===== config.mk =====
export PLATFORM = sky130hd
export DESIGN_NAME = oac_top
export DESIGN_NICKNAME = d
export VERILOG_FILES = /design/src/logic/oac_pkg.sv /design/src/logic/oac_top.sv
export SDC_FILE = /design/constraint.sdc
export NUM_CORES = 1
export LEC_CHECK = 0
export ABC_AREA = 0
export BUFFER_PORTS_ARGS = -buffer_cell sky130_fd_sc_hd__buf_2
export CAP_MARGIN = 5
export CORE_AREA = 2 2 222 159
export CTS_CLUSTER_DIAMETER = 30
export CTS_CLUSTER_SIZE = 12
export DETAILED_ROUTE_END_ITERATION = 10
export DIE_AREA = 0 0 224 161
export SYNTH_ARGS = -nofsm -noshare
export SYNTH_HDL_FRONTEND = slang
export SYNTH_SLANG_ARGS = --single-unit

===== constraint.sdc =====
create_clock -name clock -period 37.9 [get_ports clock]
set_clock_uncertainty 0.05 [all_clocks]
set_input_delay 0 -clock clock [delete_from_list [all_inputs] [get_ports clock]]
set_output_delay 0 -clock clock [all_outputs]
set_load 0.02 [all_outputs]

===== src/logic/oac_pkg.sv =====
package oac_pkg;

  // clock rate and sound speed
  localparam int unsigned CLK_HZ         = 10_000_000;
  localparam int unsigned SOUND_MPS      = 344;

  // trigger pulse width, at least one cycle, rounded down
  localparam int unsigned TRIG_US        = 10;
  localparam int unsigned TRIG_CYC       =
    (TRIG_US * (CLK_HZ / 1_000_000) + 0) > 0 ?
    (TRIG_US * (CLK_HZ / 1_000_000)) : 1;

  // repetition period, long enough for the longest echo
  localparam int unsigned PERIOD_MS      = 60;
  localparam int unsigned PERIOD_CYC     = PERIOD_MS * (CLK_HZ / 1000);

  // echo counter width
  localparam int unsigned ECHO_W         = 20;
  localparam int unsigned DIST_W         = 16;

  // distance in tenths of a micrometre per echo cycle: 344 m/s * 100 ns / 2 = 17.2 um
  localparam int unsigned UM_X10_PER_CYC =
    SOUND_MPS * 1_000_000 / (CLK_HZ / 10) / 2;

  typedef enum logic [2:0] {
    OAC_IDLE = 3'b001,
    OAC_TRIG = 3'b010,
    OAC_WAIT = 3'b100
  } oac_state_t;

  typedef struct packed {
    logic left_en;
    logic right_en;
  } oac_motor_t;

  // one motor channel into the h-bridge: two direction inputs
  typedef struct packed {
    logic in_a;
    logic in_b;
  } oac_hbridge_t;

endpackage


===== src/logic/oac_top.sv =====
`timescale 1ns/1ps
// Overview of operation
// [RULE_01] trigger output high for 10 us per measurement, then low
// [RULE_02] sensor sends an eight-cycle burst after each trigger
// [RULE_03] sensor burst is at 40 kHz
// [RULE_04] echo pulse grows longer with obstacle distance
// [RULE_05] one-way time is half the measured echo time
// [RULE_06] distance equals half of 344 m/s times reflection time
// [RULE_07] side ir outputs are low while an obstacle is seen
// [RULE_08] all four motors enabled together right after startup
// [RULE_09] triggers repeat at a fixed interval while running
// [RULE_10] side inputs only steer when a front obstacle is present
// [RULE_11] right obstacle stops left wheels; left obstacle stops right wheels
// [RULE_12] no front obstacle keeps all motors forward, cycle repeats
// [RULE_13] echo high means front obstacle present
// [RULE_14] h-bridge inputs high-low or low-high turn, equal stops
// [RULE_15] pulse width and interval come from clocked counters
// [RULE_16] both sides blocked with front obstacle: stop left, turn left
module oac_top
  import oac_pkg::*;
#(
  parameter int unsigned PERIOD = oac_pkg::PERIOD_CYC
) (
  // clock and reset
  input  wire logic                   clock,
  input  wire logic                   nrst,
  input  wire logic                   clk_en,
  // ranging sensor
  output logic                        trig,
  input  wire logic                   echo,
  // side ir sensors, active low
  input  wire logic                   ir_left_n,
  input  wire logic                   ir_right_n,
  // h-bridge direction inputs
  output oac_pkg::oac_hbridge_t       motor_left,
  output oac_pkg::oac_hbridge_t       motor_right,
  // measurement result
  output logic [oac_pkg::DIST_W-1:0]  dist_mm,
  output logic                        dist_valid
);
  import oac_pkg::*;

  ////////////////////////////////////////////////////////////////////////////
  // trigger sequencing

  oac_state_t  state_reg, state_next;
  logic [31:0] tick_reg,  tick_next;

  // last tick of one repetition period
  function automatic logic period_end(input logic [31:0] t);
    period_end = (t >= 32'(PERIOD - 1));
  endfunction

  always_comb begin
    state_next = state_reg;
    tick_next  = tick_reg + 32'h0000_0001; // [RULE_15]
    if (period_end(tick_reg)) begin
      tick_next = '0;
    end
    case (state_reg)
      OAC_IDLE: begin
        if (period_end(tick_reg)) begin
          state_next = OAC_TRIG; // [RULE_09]
        end
      end
      OAC_TRIG: begin
        // pulse width counted on the same tick as the period
        if (tick_reg >= 32'(TRIG_CYC - 1)) begin
          state_next = OAC_WAIT; // [RULE_01]
        end
      end
      OAC_WAIT: begin
        // period end restarts even with no echo fall
        if (period_end(tick_reg)) begin
          state_next = OAC_TRIG; // [RULE_09] [RULE_12]
        end
      end
      default: begin
        state_next = OAC_IDLE;
      end
    endcase
  end

  always_ff @(posedge clock) begin
    if (!nrst) begin
      // first trigger right at release
      state_reg <= OAC_TRIG;
      tick_reg  <= '0;
    end else if (clk_en) begin
      state_reg <= state_next;
      tick_reg  <= tick_next;
    end
  end

  ////////////////////////////////////////////////////////////////////////////
  // echo measurement

  logic [ECHO_W-1:0] ecnt_reg,  ecnt_next;
  logic              echo_reg,  echo_next;
  logic [DIST_W-1:0] dist_reg,  dist_next;
  logic              valid_reg, valid_next;

  // echo cycles to mm; the halving is folded into the constant
  function automatic logic [DIST_W-1:0] to_mm(input logic [ECHO_W-1:0] c);
    logic [39:0] p;
    p     = 40'(c) * 40'(UM_X10_PER_CYC); // [RULE_06]
    to_mm = DIST_W'(p / 40'h00_0000_2710); // [RULE_05]
  endfunction

  always_comb begin
    ecnt_next  = ecnt_reg;
    echo_next  = echo;
    dist_next  = dist_reg;
    valid_next = 1'b0;
    case (state_reg)
      OAC_TRIG: begin
        ecnt_next = '0;
      end
      OAC_WAIT: begin
        // longer echo, longer count; saturates, never wraps [RULE_04]
        if (echo && (ecnt_reg != '1)) begin
          ecnt_next = ecnt_reg + ECHO_W'(1);
        end
        // falling echo closes the measurement
        if (echo_reg && !echo) begin
          dist_next  = to_mm(ecnt_reg);
          valid_next = 1'b1;
        end
      end
      default: begin
        ecnt_next = ecnt_reg;
      end
    endcase
  end

  always_ff @(posedge clock) begin
    if (!nrst) begin
      ecnt_reg  <= '0;
      echo_reg  <= 1'b0;
      dist_reg  <= '0;
      valid_reg <= 1'b0;
    end else if (clk_en) begin
      ecnt_reg  <= ecnt_next;
      echo_reg  <= echo_next;
      dist_reg  <= dist_next;
      valid_reg <= valid_next;
    end
  end

  ////////////////////////////////////////////////////////////////////////////
  // steering

  oac_motor_t mot_reg, mot_next;

  // raw echo steers, so a turn follows the obstacle, not the sequencer
  always_comb begin
    mot_next = '{left_en: 1'b1, right_en: 1'b1}; // [RULE_12]
    if (echo) begin // [RULE_13]
      // side inputs only matter with a front obstacle [RULE_10]
      if (!ir_right_n) begin // [RULE_07]
        // right side wins when both are blocked [RULE_16]
        mot_next.left_en = 1'b0; // [RULE_11]
      end else if (!ir_left_n) begin
        mot_next.right_en = 1'b0; // [RULE_11]
      end
    end
  end

  always_ff @(posedge clock) begin
    if (!nrst) begin
      mot_reg <= '{left_en: 1'b1, right_en: 1'b1}; // [RULE_08]
    end else if (clk_en) begin
      mot_reg <= mot_next;
    end
  end

  ////////////////////////////////////////////////////////////////////////////
  // outputs

  // enabled motor: high-low forward, disabled: low-low stop [RULE_14]
  // reverse is never used, so in_b stays low
  function automatic oac_hbridge_t drive_hb(input logic en);
    drive_hb = '{in_a: en, in_b: 1'b0};
  endfunction

  logic [1:0]   en_vec;
  oac_hbridge_t hb_vec [2];

  assign en_vec = {mot_reg.left_en, mot_reg.right_en};

  // index 0 is the right channel, 1 the left
  generate
    for (genvar g = 0; g < 2; g++) begin : g_chan
      assign hb_vec[g] = drive_hb(en_vec[g]);
    end
  endgenerate

  assign trig        = (state_reg == OAC_TRIG);
  assign motor_left  = hb_vec[1];
  assign motor_right = hb_vec[0];
  assign dist_mm     = dist_reg;
  assign dist_valid  = valid_reg;

endmodule // oac_top


==> qor.yml <==
outcome:
  status: "completed"
place:
  routabilityCongestion: 0.954
  place.port_buffers: 24
  placed_cell_area_um2: 15500
  dpl.cell_count: 2485
  post-dp-hpwl_mm: 39.4
cells_and_area:
  final_nets: 2173
  multi_input_comb_area_um2: 12900
  fill_cells: 3452
  drive_above_1_share_pct: 8.43
  seq_area_um2: 1480
  layout.cells.non_filler: 2506
  syn_to_final_growth_pct: 5.31
  largest_register_ffs: 32
  fin_util_pct: 46.7
  antenna_cells: 0
  fin_area_um2: 15900
synthesis:
  synth_compound_area_share_pct: 32.5
  synth_top_family_by_area: "compound AO/OA/AOI/OAI gates"
  synthMuxAreaShare_pct: 2.54
  ys_top_cells_by_area: "dfxtp_1, xnor2_1, ha_1"
  synthXorXnorAreaFrac_pct: 12.4
  yosys.area.top_type: "dfxtp_1"
  synth_top_area_share_pct: 9.81
  syn_area_um2: 15100
  async_flop_share_pct: 0
  syn_inst: 2081
  ys_warn_count: 0
  ys_seq_elements: 74
  synth_fa_ha_area_share_pct: 10.6
  synth.avg_cell_area_um2: 7.26
  synth_edf_count: 0
  ys_seq_area_share_pct: 9.81
  synthTopCellsByCount: "nor2_1, nand2_1, xnor2_1, a21oi_1, inv_1"
  synth_cell_types: 130
  synth_simple_gate_area_share_pct: 27.4
  synth_most_common_cell: "nor2_1"
  synth_ff_type: "dfxtp_1"
worst_setup_path:
  crit_required_ps: 38060
  slowest_delay_ps: 840
  cp-startpoint: "ecnt_reg[7]"
  cpMostUsedCell: "o21ai_1"
  path_buf_inv: 2
  reg2regPathDepth: 64
  r2r_setup_slack_ps: 14000
  start_kind: "register"
  cp_data_arrival_time_ps: 24050
  slowest_stage: "o21ai_1"
  r2r_start: "ecnt_reg[7]"
  crit_fanout: 23
  crit_family: "compound AO/OA/AOI/OAI gates"
  reg2reg_to: "dist_mm[0]"
  end_kind: "register"
  worstSetupPathType: "register to register"
global_route:
  grt_max_degree: 32
  grt_pass1_vias: 14600
  antenna_found_initial: 0
  grt_first_pass_wirelength_mm: 78.9
  grt_overflow: 0
  grt.total_usage_pct: 26.6
detailed_routing:
  vias_per_cell: 6.40
  wl_per_cell_um: 19.4
  drc: 0
  ant_nets: 0
  first_pass_iters: 9
  vias: 16000
  totalWireLength_mm: 48.6
  drt_iter0_drc: 1768
clocking:
  h-tree-depth: 3
  clock-sinks: 74
  numCtsBuffers: 9
  cts_root_buffer: "clkbuf_16"
  clkLatencyLatePin_ps: 340
  cts_tree: "built"
  post-cts-setup-buffers: 0
  cts.path.max_buffers: 2
  clkTransAtPathRegs_ps: 60
flow_run:
  maxCapViolCount: 0
sta:
  slew_headroom_pct: 14.5
  rsz0062_at_grt: "false"
  setup_viol: 0
  fin_setup_tns_ps: 0
  clock.fmax_mhz: 41.8
  post-route-min-period_ps: 23900
  worst_pin_slew_ps: 1270
  finalCritPeriodShare_pct: 63.1
  hold_violations: 0
  maxSlewViolCount: 0
power:
  cellLeakagePower_nw: 6.25
  powerDensity_nw_per_um2: 11.8
  peakVddDrop_v: 0.0000254
min_path:
  hp-class: "input port to register"
  min_path_cells: 3
  holdPathEnd: "dist_mm[0]"
  hold_start: "nrst"
floorplanning:
  start_util_pct: 44.4
  std_cell_rows: 57
  dieArea_um2: 36100
  die_h_um: 161
  io_pins: 28
  fp.dieW_um: 224
  core_um2: 34000
metrics by stage:
stage                     setup WS [ps]   power, W  hold slack (ps)
after floorplan                   19650  0.0000871             11.9
after global placement            14930  0.0000896              188
after detailed placement          14460  0.0000898              202
after global routing              12690   0.000193             32.3
final                             14000   0.000187             11.8
after CTS                         14360   0.000189             6.36
worst max-delay path by stage:
stage	endpoint	cells after the start	slack [ps]
2_1_floorplan	dist_mm[0]	67	19650
3_3_place_gp	dist_mm[0]	64	14930
3_5_place_dp	dist_mm[0]	64	14460
4_1_cts	dist_mm[0]	64	14360
5_1_grt	dist_mm[0]	64	12690
6_report	dist_mm[0]	64	14000
worst reg2reg max path, delay by kind of cell, from the launching register on:
family | cells | cell delay, ps
muxes | 3 | 950
and+or+nand+nor | 13 | 5650
xor gates and xnor gates | 1 | 220
adders and majority gates | 4 | 1760
DFF | 1 | 440
AOI/OAI and AO/OA | 41 | 14620
buffers and inverters | 2 | 90
layer usage:
metal	up-vias	part of all wire (%)	global-route usage (%)
li1	7730	-	-
met1	7586	51	42.1
met2	663	40	37.0
met3	55	8.3	4.91
met4	0	1.4	4.76
met5	-	0	0
area by class of cell:
type | count | share of cell area (%)
repair buffers | 34 | 1.31
flip-flops and latches | 74 | 9.32
multi-input cells | 1832 | 81.2
inverters | 109 | 2.57
clock buffers | 9 | 1.42
well taps | 442 | 3.48
clock inverters | 6 | 0.724
logic make-up (layout without fill, tap and decap cells):
family          Yosys count  after routing
mux                      37             37
xor+xnor                208            208
buf+inv                 177            158
simple gates            821            821
other cells               1              3
compound gates          655            655
flops                    74             74
fa+ha+maj               108            108
power breakdown:
group	internal, W	switching, W	total (W)
clock	0.0000643	0.0000344	0.0000987
combinational	0.00000266	0.00000629	0.00000895
sequential	0.0000785	0.000000882	0.0000794
layout by cell type, fill, tap and decap left out, types with 30 or more instances in the layout:
master | netlist | layout
a21oi_1 | 114 | 114
nand2_1 | 182 | 182
inv_1 | 108 | 108
fa_1 | 33 | 33
xnor2_1 | 127 | 127
and3_1 | 36 | 36
nor3_1 | 66 | 66
nand3_1 | 77 | 77
a211oi_1 | 44 | 44
nor2_1 | 228 | 228
nand4_1 | 30 | 30
ha_1 | 74 | 74
dfxtp_1 | 74 | 74
o21ai_0 | 75 | 74
a31oi_1 | 36 | 36
o21ai_1 | 40 | 40
o211ai_1 | 32 | 32
xor2_1 | 75 | 75
timing repair:
action,CTS,global route
endpoints found under the setup margin,0,0
gates resized for setup,0,0
endpoints found under the hold margin,3,0
hold buffers,5,0
Power figures use the tool's default switching activity.
